### src/pcc_pkg.sv
// Shared constants and types for the projector control command port.
package pcc_pkg;

	// ========================================================
	// Bus addresses and command sub-addresses.
	localparam logic [7:0] ADDR_WRITE = 8'h34;
	localparam logic [7:0] ADDR_READ  = 8'h35;
	localparam logic [7:0] SUB_STATUS = 8'h00;
	localparam logic [7:0] SUB_MODE   = 8'h01;
	localparam logic [7:0] SUB_INDEX  = 8'h03;
	localparam logic [7:0] SUB_FINE   = 8'h04;
	localparam logic [7:0] SUB_SPEED  = 8'h05;
	localparam logic [7:0] SUB_SPIN   = 8'h06;
	localparam logic [7:0] SUB_COAST  = 8'h07;
	localparam logic [7:0] SUB_DEBUG  = 8'h08;
	localparam logic [7:0] SUB_STATE  = 8'h09;
	localparam logic [7:0] SUB_READ   = 8'h15;

	// ========================================================
	// Parameter byte counts.
	localparam logic [1:0] LEN_NONE  = 2'h0;
	localparam logic [1:0] LEN_ONE   = 2'h1;
	localparam logic [1:0] LEN_TWO   = 2'h2;
	localparam logic [1:0] LEN_THREE = 2'h3;

	// ========================================================
	// Field positions and legal ranges.
	localparam int         FINE_SEL_BIT    = 23;
	localparam int         FINE_DLY_LSB    = 8;
	localparam int         SPEED_SEL_BIT   = 15;
	localparam int         STATE_DEBUG_BIT = 16;
	localparam int         STATE_COAST_BIT = 8;
	localparam int         STATE_SPIN_BIT  = 0;
	localparam int         STAT_READY_BIT  = 0;
	localparam int         STAT_ERR_BIT    = 1;
	localparam logic [9:0] DLY_MAX         = 10'h02CF;
	localparam logic [3:0] FRAC_MAX        = 4'h9;
	localparam logic [9:0] SPEED_MIN       = 10'h0078;
	localparam logic [9:0] SPEED_MAX       = 10'h030C;

	// ========================================================
	// Display modes.
	localparam logic [3:0] MODE_NORMAL  = 4'h0;
	localparam logic [3:0] MODE_FREEZE  = 4'h6;
	localparam logic [3:0] MODE_STANDBY = 4'h7;
	localparam logic [3:0] MODE_INVALID = 4'h8;

	// ========================================================
	// Reset values.
	localparam logic [7:0] NORMAL_STATUS = 8'h00;
	localparam logic [3:0] MODE_RST      = MODE_NORMAL;
	localparam logic [9:0] DLY_RST       = 10'h0000;
	localparam logic [3:0] FRAC_RST      = 4'h0;
	localparam logic [9:0] SPEED_RST     = 10'h0000;

	// ========================================================
	// Timing.
	localparam int CLK_HZ           = 32'h02FA_F080;
	localparam int CLK_PERIOD_NS    = 32'h0000_0014;
	localparam int EXEC_TIME_NS     = 32'h0000_00C8;
	localparam int EXEC_CYC         =
		(EXEC_TIME_NS + CLK_PERIOD_NS - 1) / CLK_PERIOD_NS;
	localparam int SPIN_OBSERVE_MS  = 32'h0000_03E8;
	localparam int SPIN_OBSERVE_CYC = CLK_HZ / 1000 * SPIN_OBSERVE_MS;
	localparam int TENTHS_PER_TURN  = 32'h0000_0E10;
	localparam int TENTHS_PER_HALF  = 32'h0000_0005;

	// Transfer states of the command port.
	typedef enum logic [3:0] {
		ST_IDLE  = 4'b0001,
		ST_ADDR  = 4'b0010,
		ST_WRITE = 4'b0100,
		ST_READ  = 4'b1000
	} pcc_state_t;

endpackage

### src/pcc_wheel_if.sv
// Signals between the command decoder and the wheel timing logic.
`timescale 1ns/1ps
interface pcc_wheel_if;
	logic       observe_start;
	logic       observe_busy;
	logic       spinning;
	logic       index_level;
	logic [9:0] dly_half;
	logic [3:0] dly_tenths;

	modport ctrl (
		output observe_start,
		output index_level,
		output dly_half,
		output dly_tenths,
		input  observe_busy,
		input  spinning
	);
	modport wheel (
		input  observe_start,
		input  index_level,
		input  dly_half,
		input  dly_tenths,
		output observe_busy,
		output spinning
	);
endinterface

### src/pcc_pin_sync.sv
// Three-stage synchronisers with agreement filter for external pins.
`timescale 1ns/1ps
module pcc_pin_sync #(
	parameter int W = 5
)(
	input  wire logic         clk,
	input  wire logic         sys_rst,
	input  wire logic [W-1:0] pin_in,
	output logic      [W-1:0] level_out
);

	// ========================================================
	// One chain per pin; the level moves only when stages two and three
	// agree, so a single metastable sample never reaches the decoder.
	genvar i;
	generate
		for (i = 0; i < W; i++)
		begin : g_bit
			logic s1_r;
			logic s2_r;
			logic s3_r;
			logic lvl_r;
			always_ff @(posedge clk)
			begin
				if (sys_rst)
				begin
					s1_r  <= 1'b0;
					s2_r  <= 1'b0;
					s3_r  <= 1'b0;
					lvl_r <= 1'b0;
				end
				else
				begin
					s1_r <= pin_in[i];
					s2_r <= s1_r;
					s3_r <= s2_r;
					if (s2_r == s3_r)
						lvl_r <= s3_r;
				end
			end
			assign level_out[i] = lvl_r;
		end
	endgenerate

endmodule

### src/pcc_wheel_timing.sv
// Wheel period measurement, index delay timing and spin observation.
`timescale 1ns/1ps
module pcc_wheel_timing #(
	parameter int OBSERVE_CYCLES = pcc_pkg::SPIN_OBSERVE_CYC,
	parameter int PERIOD_W       = 24
)(
	input  wire logic  clk,
	input  wire logic  rst,
	pcc_wheel_if.wheel wif,
	output logic       seq_start_out
);
	localparam int OBS_W = $clog2(OBSERVE_CYCLES + 1);
	localparam int TEN_W = 12;
	localparam int PRD_W = PERIOD_W + TEN_W;

	logic                index_d_r;
	logic                index_edge;
	logic [PERIOD_W-1:0] run_cnt_r;
	logic [PERIOD_W-1:0] period_r;
	logic [PERIOD_W-1:0] delay_r;
	logic [PERIOD_W-1:0] dly_cnt_r;
	logic                armed_r;
	logic [OBS_W-1:0]    obs_cnt_r;
	logic                seen_r;
	logic                spin_r;
	logic [TEN_W-1:0]    angle_tenths;
	logic [PRD_W-1:0]    product;
	logic [PRD_W-1:0]    quotient;

	// ========================================================
	// Angle in tenths of a degree scaled by the measured revolution time.
	assign index_edge   = wif.index_level & ~index_d_r;
	assign angle_tenths = TEN_W'(wif.dly_half) *
		TEN_W'(pcc_pkg::TENTHS_PER_HALF) + TEN_W'(wif.dly_tenths);
	assign product  = PRD_W'(period_r) * PRD_W'(angle_tenths);
	assign quotient = product / PRD_W'(pcc_pkg::TENTHS_PER_TURN);
	assign wif.observe_busy = (obs_cnt_r != '0);
	assign wif.spinning     = spin_r;

	// Period counter saturates so a stopped wheel never wraps to a short one.
	always_ff @(posedge clk)
	begin
		if (rst)
		begin
			index_d_r <= 1'b0;
			run_cnt_r <= '0;
			period_r  <= '0;
			delay_r   <= '0;
		end
		else
		begin
			index_d_r <= wif.index_level;
			delay_r   <= quotient[PERIOD_W-1:0];
			if (index_edge)
			begin
				period_r  <= run_cnt_r;
				run_cnt_r <= '0;
			end
			else if (run_cnt_r != '1)
				run_cnt_r <= run_cnt_r + 1'b1;
		end
	end

	// Sequence start fires the programmed delay after each index edge.
	always_ff @(posedge clk)
	begin
		if (rst)
		begin
			dly_cnt_r     <= '0;
			armed_r       <= 1'b0;
			seq_start_out <= 1'b0;
		end
		else
		begin
			seq_start_out <= armed_r & (dly_cnt_r == '0) & ~index_edge;
			if (index_edge)
			begin
				dly_cnt_r <= delay_r;
				armed_r   <= 1'b1;
			end
			else if (armed_r && dly_cnt_r == '0)
				armed_r <= 1'b0;
			else if (armed_r)
				dly_cnt_r <= dly_cnt_r - 1'b1;
		end
	end

	// Spin query watches the index for the whole window, then reports.
	always_ff @(posedge clk)
	begin
		if (rst)
		begin
			obs_cnt_r <= '0;
			seen_r    <= 1'b0;
			spin_r    <= 1'b0;
		end
		else if (wif.observe_start)
		begin
			obs_cnt_r <= OBS_W'(OBSERVE_CYCLES);
			seen_r    <= 1'b0;
		end
		else if (obs_cnt_r != '0)
		begin
			obs_cnt_r <= obs_cnt_r - 1'b1;
			if (index_edge)
				seen_r <= 1'b1;
			if (obs_cnt_r == OBS_W'(1))
				spin_r <= seen_r | index_edge;
		end
	end

endmodule

### src/pcc_command_port.sv
// Control command interpreter of the display controller.
`timescale 1ns/1ps
module pcc_command_port #(
	parameter int OBSERVE_CYCLES = pcc_pkg::SPIN_OBSERVE_CYC,
	parameter int EXEC_CYCLES    = pcc_pkg::EXEC_CYC
)(
	input  wire logic       clk,
	input  wire logic       sys_rst,
	input  wire logic       power_sense_input,
	input  wire logic       power_good_input,
	input  wire logic       wheel_index_pin,
	input  wire logic       wheel_coast_pin,
	input  wire logic       wheel_debug_pin,
	input  wire logic       bus_start,
	input  wire logic       bus_stop,
	input  wire logic       bus_wr_valid,
	input  wire logic [7:0] bus_wr_byte,
	input  wire logic       bus_rd_req,
	output logic            bus_addr_ack,
	output logic            bus_addr_nak,
	output logic      [7:0] bus_rd_byte,
	output logic            controller_ready_out,
	output logic            display_reset_out,
	output logic      [3:0] display_mode_field,
	output logic            image_update_en_out,
	output logic            illumination_en_out,
	output logic            wheel_motor_en_out,
	output logic            mirror_power_en_out,
	output logic            mirror_park_out,
	output logic            seq_start_out,
	output logic      [9:0] wheel_speed_primary_out,
	output logic      [9:0] wheel_speed_secondary_out,
	output logic     [13:0] fine_delay_secondary_out
);
	localparam int EXEC_W = $clog2(EXEC_CYCLES + 1);

	logic [4:0]           pin_raw;
	logic [4:0]           pin_level;
	logic                 rst_int;
	logic                 busy;
	pcc_pkg::pcc_state_t  state_r;
	pcc_pkg::pcc_state_t  state_nxt;
	logic [7:0]           sub_r;
	logic                 sub_seen_r;
	logic [1:0]           cnt_r;
	logic [23:0]          par_r;
	logic [3:0]           mode_r;
	logic [9:0]           dly_pri_r;
	logic [3:0]           frac_pri_r;
	logic [9:0]           dly_sec_r;
	logic [3:0]           frac_sec_r;
	logic [9:0]           speed_pri_r;
	logic [9:0]           speed_sec_r;
	logic [7:0]           rd_sel_r;
	logic [2:0]           rd_idx_r;
	logic                 err_r;
	logic [EXEC_W-1:0]    exec_cnt_r;
	logic [1:0]           need_len;
	logic [1:0]           rd_dlen;
	logic                 frame_end;
	logic                 enough;
	logic                 par_ok;
	logic                 cmd_valid;
	logic                 cmd_bad;
	logic                 addr_byte;
	logic                 addr_ours;
	logic [23:0]          reply_data;
	logic [15:0]          status_word;
	logic [1:0]           byte_pos;
	logic [7:0]           rd_byte_nxt;

	pcc_wheel_if wif ();

	// ========================================================
	// Sub-address decoding, shared by the write and read paths.
	function automatic logic [1:0] write_len(input logic [7:0] sub);
		case (sub)
			pcc_pkg::SUB_MODE:  write_len = pcc_pkg::LEN_ONE;
			pcc_pkg::SUB_INDEX: write_len = pcc_pkg::LEN_TWO;
			pcc_pkg::SUB_FINE:  write_len = pcc_pkg::LEN_THREE;
			pcc_pkg::SUB_SPEED: write_len = pcc_pkg::LEN_TWO;
			pcc_pkg::SUB_READ:  write_len = pcc_pkg::LEN_ONE;
			default:            write_len = pcc_pkg::LEN_NONE;
		endcase
	endfunction

	function automatic logic [1:0] read_len(input logic [7:0] sub);
		case (sub)
			pcc_pkg::SUB_STATUS: read_len = pcc_pkg::LEN_ONE;
			pcc_pkg::SUB_MODE:   read_len = pcc_pkg::LEN_ONE;
			pcc_pkg::SUB_INDEX:  read_len = pcc_pkg::LEN_TWO;
			pcc_pkg::SUB_FINE:   read_len = pcc_pkg::LEN_THREE;
			pcc_pkg::SUB_SPEED:  read_len = pcc_pkg::LEN_TWO;
			pcc_pkg::SUB_SPIN:   read_len = pcc_pkg::LEN_ONE;
			pcc_pkg::SUB_COAST:  read_len = pcc_pkg::LEN_ONE;
			pcc_pkg::SUB_DEBUG:  read_len = pcc_pkg::LEN_ONE;
			pcc_pkg::SUB_STATE:  read_len = pcc_pkg::LEN_THREE;
			default:             read_len = pcc_pkg::LEN_NONE;
		endcase
	endfunction

	// ========================================================
	// Pin synchronisers and the power-derived internal reset.
	assign pin_raw = {wheel_debug_pin, wheel_coast_pin, wheel_index_pin,
		power_good_input, power_sense_input};

	pcc_pin_sync #(
		.W (5)
	) u_sync (
		.clk       (clk),
		.sys_rst   (sys_rst),
		.pin_in    (pin_raw),
		.level_out (pin_level)
	);

	// Synchronised levels start low, so the block holds itself in reset
	// until both power pins have been seen high for two samples.
	assign rst_int = sys_rst | ~pin_level[0] | ~pin_level[1];

	// ========================================================
	// Wheel timing engine, steered by the primary wheel delay settings.
	assign wif.index_level   = pin_level[2];
	assign wif.dly_half      = dly_pri_r;
	assign wif.dly_tenths    = frac_pri_r;
	assign wif.observe_start = cmd_valid &&
		sub_r == pcc_pkg::SUB_READ &&
		par_r[7:0] == pcc_pkg::SUB_SPIN;

	pcc_wheel_timing #(
		.OBSERVE_CYCLES (OBSERVE_CYCLES)
	) u_wheel (
		.clk           (clk),
		.rst           (rst_int),
		.wif           (wif.wheel),
		.seq_start_out (seq_start_out)
	);

	// ========================================================
	// Command validation; reserved bits are never examined.
	assign busy      = (exec_cnt_r != '0) | wif.observe_busy;
	assign need_len  = write_len(sub_r);
	assign frame_end = (bus_stop | bus_start) &
		(state_r == pcc_pkg::ST_WRITE) & sub_seen_r;
	// Too few bytes drops the frame silently; it is not an error.
	assign enough    = (need_len != pcc_pkg::LEN_NONE) & (cnt_r >= need_len);
	assign par_ok    =
		(sub_r == pcc_pkg::SUB_MODE)  ?
			(par_r[3:0] <= pcc_pkg::MODE_INVALID) :
		(sub_r == pcc_pkg::SUB_INDEX) ?
			(par_r[9:0] <= pcc_pkg::DLY_MAX) :
		(sub_r == pcc_pkg::SUB_FINE)  ?
			(par_r[17:8] <= pcc_pkg::DLY_MAX &&
			par_r[3:0] <= pcc_pkg::FRAC_MAX) :
		(sub_r == pcc_pkg::SUB_SPEED) ?
			(par_r[9:0] >= pcc_pkg::SPEED_MIN &&
			par_r[9:0] <= pcc_pkg::SPEED_MAX) :
			(read_len(par_r[7:0]) != pcc_pkg::LEN_NONE);
	assign cmd_valid = frame_end & enough & par_ok;
	assign cmd_bad   = frame_end & enough & ~par_ok;

	// ========================================================
	// Address byte handling; a busy device refuses both addresses.
	assign addr_byte = bus_wr_valid & (state_r == pcc_pkg::ST_ADDR);
	assign addr_ours = (bus_wr_byte == pcc_pkg::ADDR_WRITE) |
		(bus_wr_byte == pcc_pkg::ADDR_READ);

	// Next transfer state; a start always wins, then a stop.
	always_comb
	begin
		state_nxt = state_r;
		if (bus_start)
			state_nxt = pcc_pkg::ST_ADDR;
		else if (bus_stop)
			state_nxt = pcc_pkg::ST_IDLE;
		else
		begin
			case (state_r)
				pcc_pkg::ST_ADDR:
					if (bus_wr_valid && busy)
						state_nxt = pcc_pkg::ST_IDLE;
					else if (bus_wr_valid &&
						bus_wr_byte == pcc_pkg::ADDR_WRITE)
						state_nxt = pcc_pkg::ST_WRITE;
					else if (bus_wr_valid &&
						bus_wr_byte == pcc_pkg::ADDR_READ)
						state_nxt = pcc_pkg::ST_READ;
					else if (bus_wr_valid)
						state_nxt = pcc_pkg::ST_IDLE;
				pcc_pkg::ST_IDLE,
				pcc_pkg::ST_WRITE,
				pcc_pkg::ST_READ:
					state_nxt = state_r;
				default:
					state_nxt = pcc_pkg::ST_IDLE;
			endcase
		end
	end

	// Transfer state and the one-cycle acknowledge answers.
	always_ff @(posedge clk)
	begin
		if (rst_int)
		begin
			state_r      <= pcc_pkg::ST_IDLE;
			bus_addr_ack <= 1'b0;
			bus_addr_nak <= 1'b0;
		end
		else
		begin
			state_r      <= state_nxt;
			bus_addr_ack <= addr_byte & addr_ours & ~busy;
			bus_addr_nak <= addr_byte & addr_ours & busy;
		end
	end

	// ========================================================
	// Byte collection; bytes past the expected count are dropped.
	always_ff @(posedge clk)
	begin
		if (rst_int || bus_start)
		begin
			sub_r      <= 8'h00;
			sub_seen_r <= 1'b0;
			cnt_r      <= pcc_pkg::LEN_NONE;
			par_r      <= 24'h00_0000;
		end
		else if (bus_wr_valid && state_r == pcc_pkg::ST_WRITE)
		begin
			if (!sub_seen_r)
			begin
				sub_r      <= bus_wr_byte;
				sub_seen_r <= 1'b1;
			end
			else if (cnt_r < need_len)
			begin
				par_r <= {par_r[15:0], bus_wr_byte};
				cnt_r <= cnt_r + 2'h1;
			end
		end
	end

	// ========================================================
	// Execution of validated commands; values reset to defaults, so the
	// host has to program delay and speed again after every reset.
	always_ff @(posedge clk)
	begin
		if (rst_int)
		begin
			mode_r      <= pcc_pkg::MODE_RST;
			dly_pri_r   <= pcc_pkg::DLY_RST;
			frac_pri_r  <= pcc_pkg::FRAC_RST;
			dly_sec_r   <= pcc_pkg::DLY_RST;
			frac_sec_r  <= pcc_pkg::FRAC_RST;
			speed_pri_r <= pcc_pkg::SPEED_RST;
			speed_sec_r <= pcc_pkg::SPEED_RST;
			rd_sel_r    <= pcc_pkg::SUB_STATUS;
		end
		else if (cmd_valid)
		begin
			case (sub_r)
				pcc_pkg::SUB_MODE:
					mode_r <= par_r[3:0];
				pcc_pkg::SUB_INDEX:
				begin
					dly_pri_r  <= par_r[9:0];
					frac_pri_r <= pcc_pkg::FRAC_RST;
				end
				pcc_pkg::SUB_FINE:
					if (par_r[pcc_pkg::FINE_SEL_BIT])
					begin
						dly_sec_r  <= par_r[pcc_pkg::FINE_DLY_LSB +: 10];
						frac_sec_r <= par_r[3:0];
					end
					else
					begin
						dly_pri_r  <= par_r[pcc_pkg::FINE_DLY_LSB +: 10];
						frac_pri_r <= par_r[3:0];
					end
				pcc_pkg::SUB_SPEED:
					if (par_r[pcc_pkg::SPEED_SEL_BIT])
						speed_sec_r <= par_r[9:0];
					else
						speed_pri_r <= par_r[9:0];
				default:
					rd_sel_r <= par_r[7:0];
			endcase
		end
	end

	// Busy timer and error flag; reads leave it, so status can report it.
	always_ff @(posedge clk)
	begin
		if (rst_int)
		begin
			exec_cnt_r <= '0;
			err_r      <= 1'b0;
		end
		else
		begin
			if (cmd_valid && sub_r != pcc_pkg::SUB_READ)
				exec_cnt_r <= EXEC_W'(EXEC_CYCLES);
			else if (exec_cnt_r != '0)
				exec_cnt_r <= exec_cnt_r - 1'b1;
			if (cmd_bad)
				err_r <= 1'b1;
			else if (cmd_valid && sub_r != pcc_pkg::SUB_READ)
				err_r <= 1'b0;
		end
	end

	// ========================================================
	// Read reply: data bytes most significant first, then two status.
	always_comb
	begin
		reply_data = 24'h00_0000;
		case (rd_sel_r)
			pcc_pkg::SUB_STATUS:
				reply_data[7:0] = pcc_pkg::NORMAL_STATUS;
			pcc_pkg::SUB_MODE:
				reply_data[3:0] = mode_r;
			pcc_pkg::SUB_INDEX:
				reply_data[9:0] = dly_pri_r;
			pcc_pkg::SUB_FINE:
			begin
				reply_data[pcc_pkg::FINE_DLY_LSB +: 10] = dly_pri_r;
				reply_data[3:0] = frac_pri_r;
			end
			pcc_pkg::SUB_SPEED:
				reply_data[9:0] = speed_pri_r;
			pcc_pkg::SUB_SPIN:
				reply_data[0] = wif.spinning;
			pcc_pkg::SUB_COAST:
				reply_data[0] = pin_level[3];
			pcc_pkg::SUB_DEBUG:
				reply_data[0] = pin_level[4];
			pcc_pkg::SUB_STATE:
			begin
				reply_data[pcc_pkg::STATE_DEBUG_BIT] = pin_level[4];
				reply_data[pcc_pkg::STATE_COAST_BIT] = pin_level[3];
				reply_data[pcc_pkg::STATE_SPIN_BIT]  = wif.spinning;
			end
			default:
				reply_data = 24'h00_0000;
		endcase
	end

	// Ready bit drops whenever a command is executing.
	always_comb
	begin
		status_word = 16'h0000;
		status_word[pcc_pkg::STAT_READY_BIT] = ~busy;
		status_word[pcc_pkg::STAT_ERR_BIT]   = err_r;
	end

	assign rd_dlen     = read_len(rd_sel_r);
	assign byte_pos    = rd_dlen - 2'h1 - rd_idx_r[1:0];
	assign rd_byte_nxt =
		(rd_idx_r < {1'b0, rd_dlen}) ? reply_data[{byte_pos, 3'b000} +: 8] :
		(rd_idx_r == {1'b0, rd_dlen}) ? status_word[15:8] :
		(rd_idx_r == {1'b0, rd_dlen} + 3'h1) ? status_word[7:0] : 8'h00;

	// Reply bytes appear one cycle after each request.
	always_ff @(posedge clk)
	begin
		if (rst_int || bus_start)
		begin
			rd_idx_r    <= 3'h0;
			bus_rd_byte <= 8'h00;
		end
		else if (bus_rd_req && state_r == pcc_pkg::ST_READ)
		begin
			bus_rd_byte <= rd_byte_nxt;
			if (rd_idx_r != 3'h7)
				rd_idx_r <= rd_idx_r + 3'h1;
		end
	end

	// ========================================================
	// Display side effects of the selected mode.
	assign controller_ready_out = ~(busy | rst_int);

	// Outputs fall to the safe, dark state during reset.
	always_ff @(posedge clk)
	begin
		if (sys_rst)
			display_reset_out <= 1'b1;
		else
			display_reset_out <= rst_int;
	end

	always_ff @(posedge clk)
	begin
		if (rst_int)
		begin
			image_update_en_out <= 1'b0;
			illumination_en_out <= 1'b0;
			wheel_motor_en_out  <= 1'b0;
			mirror_power_en_out <= 1'b0;
			mirror_park_out     <= 1'b1;
		end
		else
		begin
			image_update_en_out <= mode_r != pcc_pkg::MODE_FREEZE &&
				mode_r != pcc_pkg::MODE_STANDBY;
			illumination_en_out <= mode_r != pcc_pkg::MODE_STANDBY;
			wheel_motor_en_out  <= mode_r != pcc_pkg::MODE_STANDBY;
			mirror_power_en_out <= mode_r != pcc_pkg::MODE_STANDBY;
			mirror_park_out     <= mode_r == pcc_pkg::MODE_STANDBY;
		end
	end

	assign display_mode_field        = mode_r;
	assign wheel_speed_primary_out   = speed_pri_r;
	assign wheel_speed_secondary_out = speed_sec_r;
	assign fine_delay_secondary_out  = {dly_sec_r, frac_sec_r};

endmodule

### config.mk
export PLATFORM = sky130hd
export DESIGN_NAME = pcc_command_port
export DESIGN_NICKNAME = d
export VERILOG_FILES = /design/src/pcc_pkg.sv /design/src/pcc_wheel_if.sv /design/src/pcc_pin_sync.sv /design/src/pcc_wheel_timing.sv /design/src/pcc_command_port.sv
export SDC_FILE = /design/constraint.sdc
export NUM_CORES = 2
export LEC_CHECK = 0
export ABC_AREA = 0
export BUFFER_PORTS_ARGS = -buffer_cell sky130_fd_sc_hd__buf_2
export CAP_MARGIN = 0
export CORE_MARGIN = 1
export CORE_UTILIZATION = 55
export CTS_CLUSTER_DIAMETER = 30
export DETAILED_ROUTE_END_ITERATION = 7
export PLACE_DENSITY = 0.76
export SYNTH_ARGS = -nofsm -noshare
export SYNTH_HDL_FRONTEND = slang
export SYNTH_SLANG_ARGS = --single-unit
export TNS_END_PERCENT = 100
### constraint.sdc
create_clock -name clk -period 34.8 [get_ports clk]
set_input_delay 6.96 -clock clk [delete_from_list [all_inputs] [get_ports clk]]
set_output_delay 6.96 -clock clk [all_outputs]
set_load 0.005 [all_outputs]
; Word-level counts from Yosys, hierarchy flattened
; Memories as Yosys holds them, arrays and structs flattened. A register that Yosys moved wholly into a read port is not among the register bits.
; Index checks and enable logic that the tools add are counted.
[totals]
reg_bits = 268
mem_count = 2
mem_bits_ro = 64
word_cells = 245
out_inout_bits = 56
input_bits = 19
[classes]
mul = 2
n_eq_ne = 39
addsub = 10
n_reduce_logical = 49
n_shift = 1
order_cmp = 9
bitwise_logic = 32
div_mod_pow = 1
muxes = 44
[mem_list]
columns = name, words, width, read_ports, rd_ports_with_merged_regs, wr, line
row1 = (name not given), 16, 2, 1, 1, 0, pcc_command_port.sv:88  ; case (sub)
row2 = (name not given), 16, 2, 1, 1, 0, pcc_command_port.sv:88
[op_table]
columns = op, n
row1 = 24-bit two-way mux, 3
row2 = 8-bit by 3-bit equality test with 1-bit output (second input constant), 7
row3 = 26-bit two-way mux, 2
row4 = 4-bit two-way mux, 11
row5 = 36-bit by 12-bit divider with 36-bit output (second input constant), 1
row6 = 24-bit by 12-bit multiplier with 36-bit output, 1
row7 = 10-bit <= comparator (second input constant), 3
row8 = 26-bit by 1-bit equality test with 1-bit output (second input constant), 1
row9 = 26-bit nonzero test, 1
row10 = 26-bit by 1-bit subtractor with 26-bit output (second input constant), 1
row11 = 24-bit by 1-bit adder with 24-bit output (second input constant), 1
row12 = 24-bit logical NOT, 1
row13 = 24-bit != test (second input constant), 1
row14 = 4-bit one-hot mux with 2 select lines, 3
row15 = 24-bit by 6-bit indexed part select with 8-bit output, 1
row16 = 24-bit by 1-bit subtractor with 24-bit output (second input constant), 1
row17 = 10-bit one-hot mux with 2 select lines, 1
row18 = 3-bit AND reduction, 6
row19 = 8-bit by 1-bit equality test with 1-bit output (second input constant), 2
row20 = 8-bit by 2-bit equality test with 1-bit output (second input constant), 2
row21 = 8-bit by 4-bit equality test with 1-bit output (second input constant), 2
row22 = 8-bit by 6-bit equality test with 1-bit output (second input constant), 2
row23 = 2-bit AND reduction, 8
row24 = 2-bit nonzero test, 8
row25 = other kinds (49), 117

; Longest topological paths before layout
[depth]
ltp_word = 12
mapped_depth = 106
mapped_depth_nobuf = 89

; Hierarchy
; Synthesis repeated with hierarchy kept, for this count alone.
[unflattened]
hier_cells = 3603
hier_area_um2 = 29004.1
[modules_own_cells]
columns = mod, cells_per_inst, seq_area_each_um2, area_each_um2, n_inst
row1 = pcc_wheel_timing, 2875, 2542.4, 22464.0, 1
row2 = pcc_command_port, 671, 2402.3, 5850.6, 1
row3 = pcc_pin_sync, 57, 400.4, 689.4, 1

; Worst setup path before layout
; OpenSTA, ideal clock, no wires.
[synth_timing]
path_kind = register to register
startpoint = register dly_pri_r[1]
endpoint = register u_wheel.delay_r[0]
path_slack_ns = 11.336
required_time_ns = 34.708
synth_period_minus_slack_ns = 23.464
arrival_ns = 23.371
path_stages_with_launch = 94
setup_ns = 0.092
path_buffers = 9
cell_sequence = dfxtp_1 -> ha_1 -> fa_1 -> ha_1 -> a21oi_1 -> o21bai_1 -> a21oi_1 -> o21ai_0 -> a21oi_1 -> nor2_1 -> o21ai_0 -> nand2b_1 -> a21oi_1 -> xnor2_1 -> clkbuf_1 -> nand2_1 -> fa_1 -> inv_1 -> (+58 left out) -> mux2_4 -> a311oi_2 -> mux2i_1 -> a32oi_2 -> or4_1 -> o22a_1 -> a2111o_1 -> a22oi_2 -> xnor2_1 -> nand3_1 -> a2111o_1 -> and2_1 -> a211o_1 -> o211a_1 -> o41ai_1 -> o41a_1 -> a32oi_1 -> o32ai_1
[synth_between]
elab_chain_len = 4
[synth_rtl]
columns = item, line
row1 = from (decl), pcc_command_port.sv:48  ; logic [9:0] dly_pri_r;
row2 = from (signal assigned), pcc_command_port.sv:250  ; dly_pri_r <= pcc_pkg::DLY_RST;
row3 = from (signal assigned), pcc_command_port.sv:265  ; dly_pri_r <= par_r[9:0];
row4 = from (signal assigned), pcc_command_port.sv:276  ; dly_pri_r <= par_r[pcc_pkg::FINE_DLY_LSB +: 10];
row5 = 10-bit by 3-bit multiplier with 12-bit output, pcc_wheel_timing.sv:33  ; assign angle_tenths = TEN_W'(wif.dly_half) *
row6 = 12-bit by 4-bit adder with 12-bit output, pcc_wheel_timing.sv:34  ; TEN_W'(pcc_pkg::TENTHS_PER_HALF) + TEN_W'(wif.dly_tenths);
row7 = 24-bit by 12-bit multiplier with 36-bit output, pcc_wheel_timing.sv:35  ; assign product = PRD_W'(period_r) * PRD_W'(angle_tenths);
row8 = 36-bit by 12-bit divider with 36-bit output, pcc_wheel_timing.sv:36  ; assign quotient = product / PRD_W'(pcc_pkg::TENTHS_PER_TURN);
row9 = to (signal assigned), pcc_wheel_timing.sv:53  ; delay_r <= quotient[PERIOD_W-1:0];
row10 = to (decl), pcc_wheel_timing.sv:20  ; logic [PERIOD_W-1:0] delay_r;
; Every way passes these cells.
; A chain may end at the register's enable or synchronous reset.

; Final worst setup path
[layout_timing]
startpoint = register dly_pri_r[0]
endpoint = register u_wheel.delay_r[0]
; Same word-level chain as after synthesis.

==> flow_summary.toml <==
[clock_network]
h-tree-depth = 2
post-cts-setup-buffers = 0
cts_made_buffers = 55
clkSlewWorstSetupHoldPaths_ns = 0.05
cts_resized = 0
cts_buffer_depth = 3
cts_tree = "done"
clockRootBuffer = "clkbuf_16"
insertion_delay_ns = 0.63
cts.sink_count = 267
hold_buffers = 0

[setup_path]
critPathMaxFanout = 24
critical_path_class = "reg -> reg"
critPathLaunchType = "flip-flop"
cp_slowest_cell = "xnor2_2"
critPathMaxStageDelay_ns = 0.85
arrival_ns = 28.61
crit_top_cell = "a21oi_1"
critPathRequiredTime_ns = 35.28
end_kind = "flip-flop"

[die]
start_util_pct = 55.7
ioPinCount = 75
core_area_um2 = 51400
die_h_um = 230
dieArea_um2 = 53000
row_count = 83
die_w_um = 230

[grt]
grt_util_all_layers_pct = 28.1
grt_pass1_wl_mm = 125
antenna_found_initial = 0
first_global_vias = 25500
overflow = 0
grt_max_degree = 95

[final_layout]
nets = 3877
syn2layout_area_growth_pct = 9.02
diodes = 0
final_common_cell = "nand2_1"
fillers = 4469
drive_above_1_share_pct = 9.78
final_cell_mix = "nand2_1 (388), nor2_1 (347), inv_1 (295)"

[pwr]
power.total_uw = 847
internal_power_uw = 654
sw_frac_of_total_pct = 22.8
p_seq_share_pct = 36.3
ir_worst_vdd_uv = 42.8
clockPowerShare_pct = 63.4
p_sw_uw = 193
p_leak_uw = 0.0130
power_density_nw_per_um2 = 27.1
combPwrFrac_pct = 0.3

[worst_hold_path]
hp-class = "reg -> reg"

[yosys]
seq_area_frac_synth_pct = 18.7
synth_cell_types = 141
ys_ff_latch = 267
syn_area_um2 = 28600
synthTopCellsByArea = "dfxtp_1 (19%), fa_1 (16%), nand2_1 (5.1%), ha_1 (5.0%), nor2_1 (4.6%)"
ys.flop_type = "dfxtp_1"
synthArstFlopShare_pct = 0
synth_edf_count = 0
synth_nets = 3904
synth_area_per_cell_um2 = 8.07
yosys.area.top_type_share_pct = 18.7
postSynthCellCount = 3549
synth_top_area_cell = "dfxtp_1"
ys_warn_count = 0

[flow_run]
cap_viol_max_count = 0

[drt]
ant_nets = 0
drtPass1Iterations = 5
drc = 0
wl_mm = 75.2
via_count = 26200
drtIter0Drc = 2051
drt-vias-per-instance = 6.17
wire_per_inst_um = 17.7

[timing]
period_needed_ns = 28.13
clock_skew_ns = 0.0591
slew_viol_final = 0
rsz0062_at_grt = "false"
worstMarginPinSlew_ns = 1.20
fin_setup_tns_ns = 0
finalSetupViolCount = 0
fin_crit_sh_pct = 80.8
max_slew_margin_pct = 19.3
hold_viol = 0
fmax_mhz = 35.5

[placement]
place_congestion = 0.975
dp_hpwl_mm = 55.6
port_buffers = 74

[status]
status = "finished, final reports clean"
final timing paths:
kind / slack [ns] / from / to / cells past startpoint
worst max-delay path: 6.67 / dly_pri_r[0]$_SDFFE_PP0P_ / u_wheel.delay_r[0]$_SDFF_PP0_ / 86
worst max register to register: 6.67 / dly_pri_r[0]$_SDFFE_PP0P_ / u_wheel.delay_r[0]$_SDFF_PP0_ / 86
worst min register to register: 0.43 / u_sync.g_bit[1].s1_r$_SDFF_PP0_ / u_sync.g_bit[1].s2_r$_SDFF_PP0_ / 1
worst min-delay path: 0.43 / u_sync.g_bit[1].s1_r$_SDFF_PP0_ / u_sync.g_bit[1].s2_r$_SDFF_PP0_ / 1
power groups by stage:
stage	Sequential [uW]	Combinational [uW]	Clock (uW)
final	307	2.90	537
after global placement	313	2.84	0
after global routing	307	3.14	559
after detailed placement	313	2.88	0
after CTS	307	2.92	544
after floorplan	313	1.16	0
stage by stage:
stage | hold slack [ns] | utilization, % | instance area [um2] | cells | setup slack (ns)
2_1_floorplan | 0.414 | - | 28600 | 3549 | 11.34
3_3_place_gp | 0.421 | 57.0 | 29300 | 4145 | 8.04
3_5_place_dp | 0.425 | 57.0 | 29300 | 4145 | 7.38
4_1_cts | 0.436 | 60.7 | 31200 | 4248 | 7.21
5_1_grt | 0.453 | 60.7 | 31200 | 4248 | 4.44
6_report | 0.433 | 60.7 | 31200 | 4248 | 6.67
cells by family (layout without fill, tap and decap cells):
kind of cell / Yosys count / in the layout / share of synthesized area, %
DFF: 267 / 267 / 18.7
and+or+nand+nor: 1370 / 1370 / 23.7
buffers and inverters: 472 / 491 / 6.62
adders and majority gates: 341 / 341 / 20.7
muxes: 113 / 113 / 4.10
AOI/OAI and AO/OA: 827 / 827 / 21.2
xor gates and xnor gates: 159 / 159 / 5.08
worst max-delay path, delay by kind of cell, from the launching register on:
family                     cells  cell delay, ns
buffers and inverters          3            0.21
adders and majority gates      9            4.26
xor gates and xnor gates       5            2.74
AOI/OAI and AO/OA             52           15.64
DFF                            1            0.40
and+or+nand+nor               16            4.41
muxes                          1            0.27
synth_stat cells (all sizes together) (19+ instances only):
cell and count:
xnor2 99, dfxtp 267, clkbuf 123, nor4 39, nand2 390, and2 144, a21oi 214, buf 52
inv 296, a31oi 37, a21o 24, ha 114, nor2 352, nand2b 43, or3 30, a22oi 22
xor2 59, o21ai 134, and3 33, nand3 74, fa 222, nand4 56, or4 19, o211ai 54
a211oi 65, nor3 78, nor2b 32, o21a 25, or2 26, mux2i 96
registers in the layout, indices dropped and copies added, names as in the netlist, 5 cells and up, named ones only:
register,count
bus_rd_byte,8
dly_pri_r,10
dly_sec_r,10
par_r,19
rd_sel_r,8
sub_r,8
u_sync.g_bit.lvl_r,5
u_sync.g_bit.s1_r,5
u_sync.g_bit.s2_r,5
u_sync.g_bit.s3_r,5
u_wheel.delay_r,24
u_wheel.dly_cnt_r,24
u_wheel.obs_cnt_r,26
u_wheel.period_r,24
u_wheel.run_cnt_r,24
wheel_speed_primary_out,10
wheel_speed_secondary_out,10
final cells by class:
cell class              count  area [um2]  area share (%)
clock buffers              63        1470            4.70
flip-flops and latches    267        5350            17.1
repair buffers             91         498            1.59
well taps                 680         851            2.72
clock inverters            40         477            1.53
multi-input cells        2810       21500            68.8
inverters                 297        1120            3.58
metal layers:
| metal | vias up | track usage, % | wire, um |
|---|---|---|---|
| li1 | 12400 | - | - |
| met1 | 12600 | 36.0 | 32300 |
| met2 | 982 | 47.5 | 35700 |
| met3 | 162 | 4.45 | 4980 |
| met4 | 0 | 10.1 | 2210 |
| met5 | - | 0 | 0 |
No activity file was read; power rests on OpenSTA's default activity.
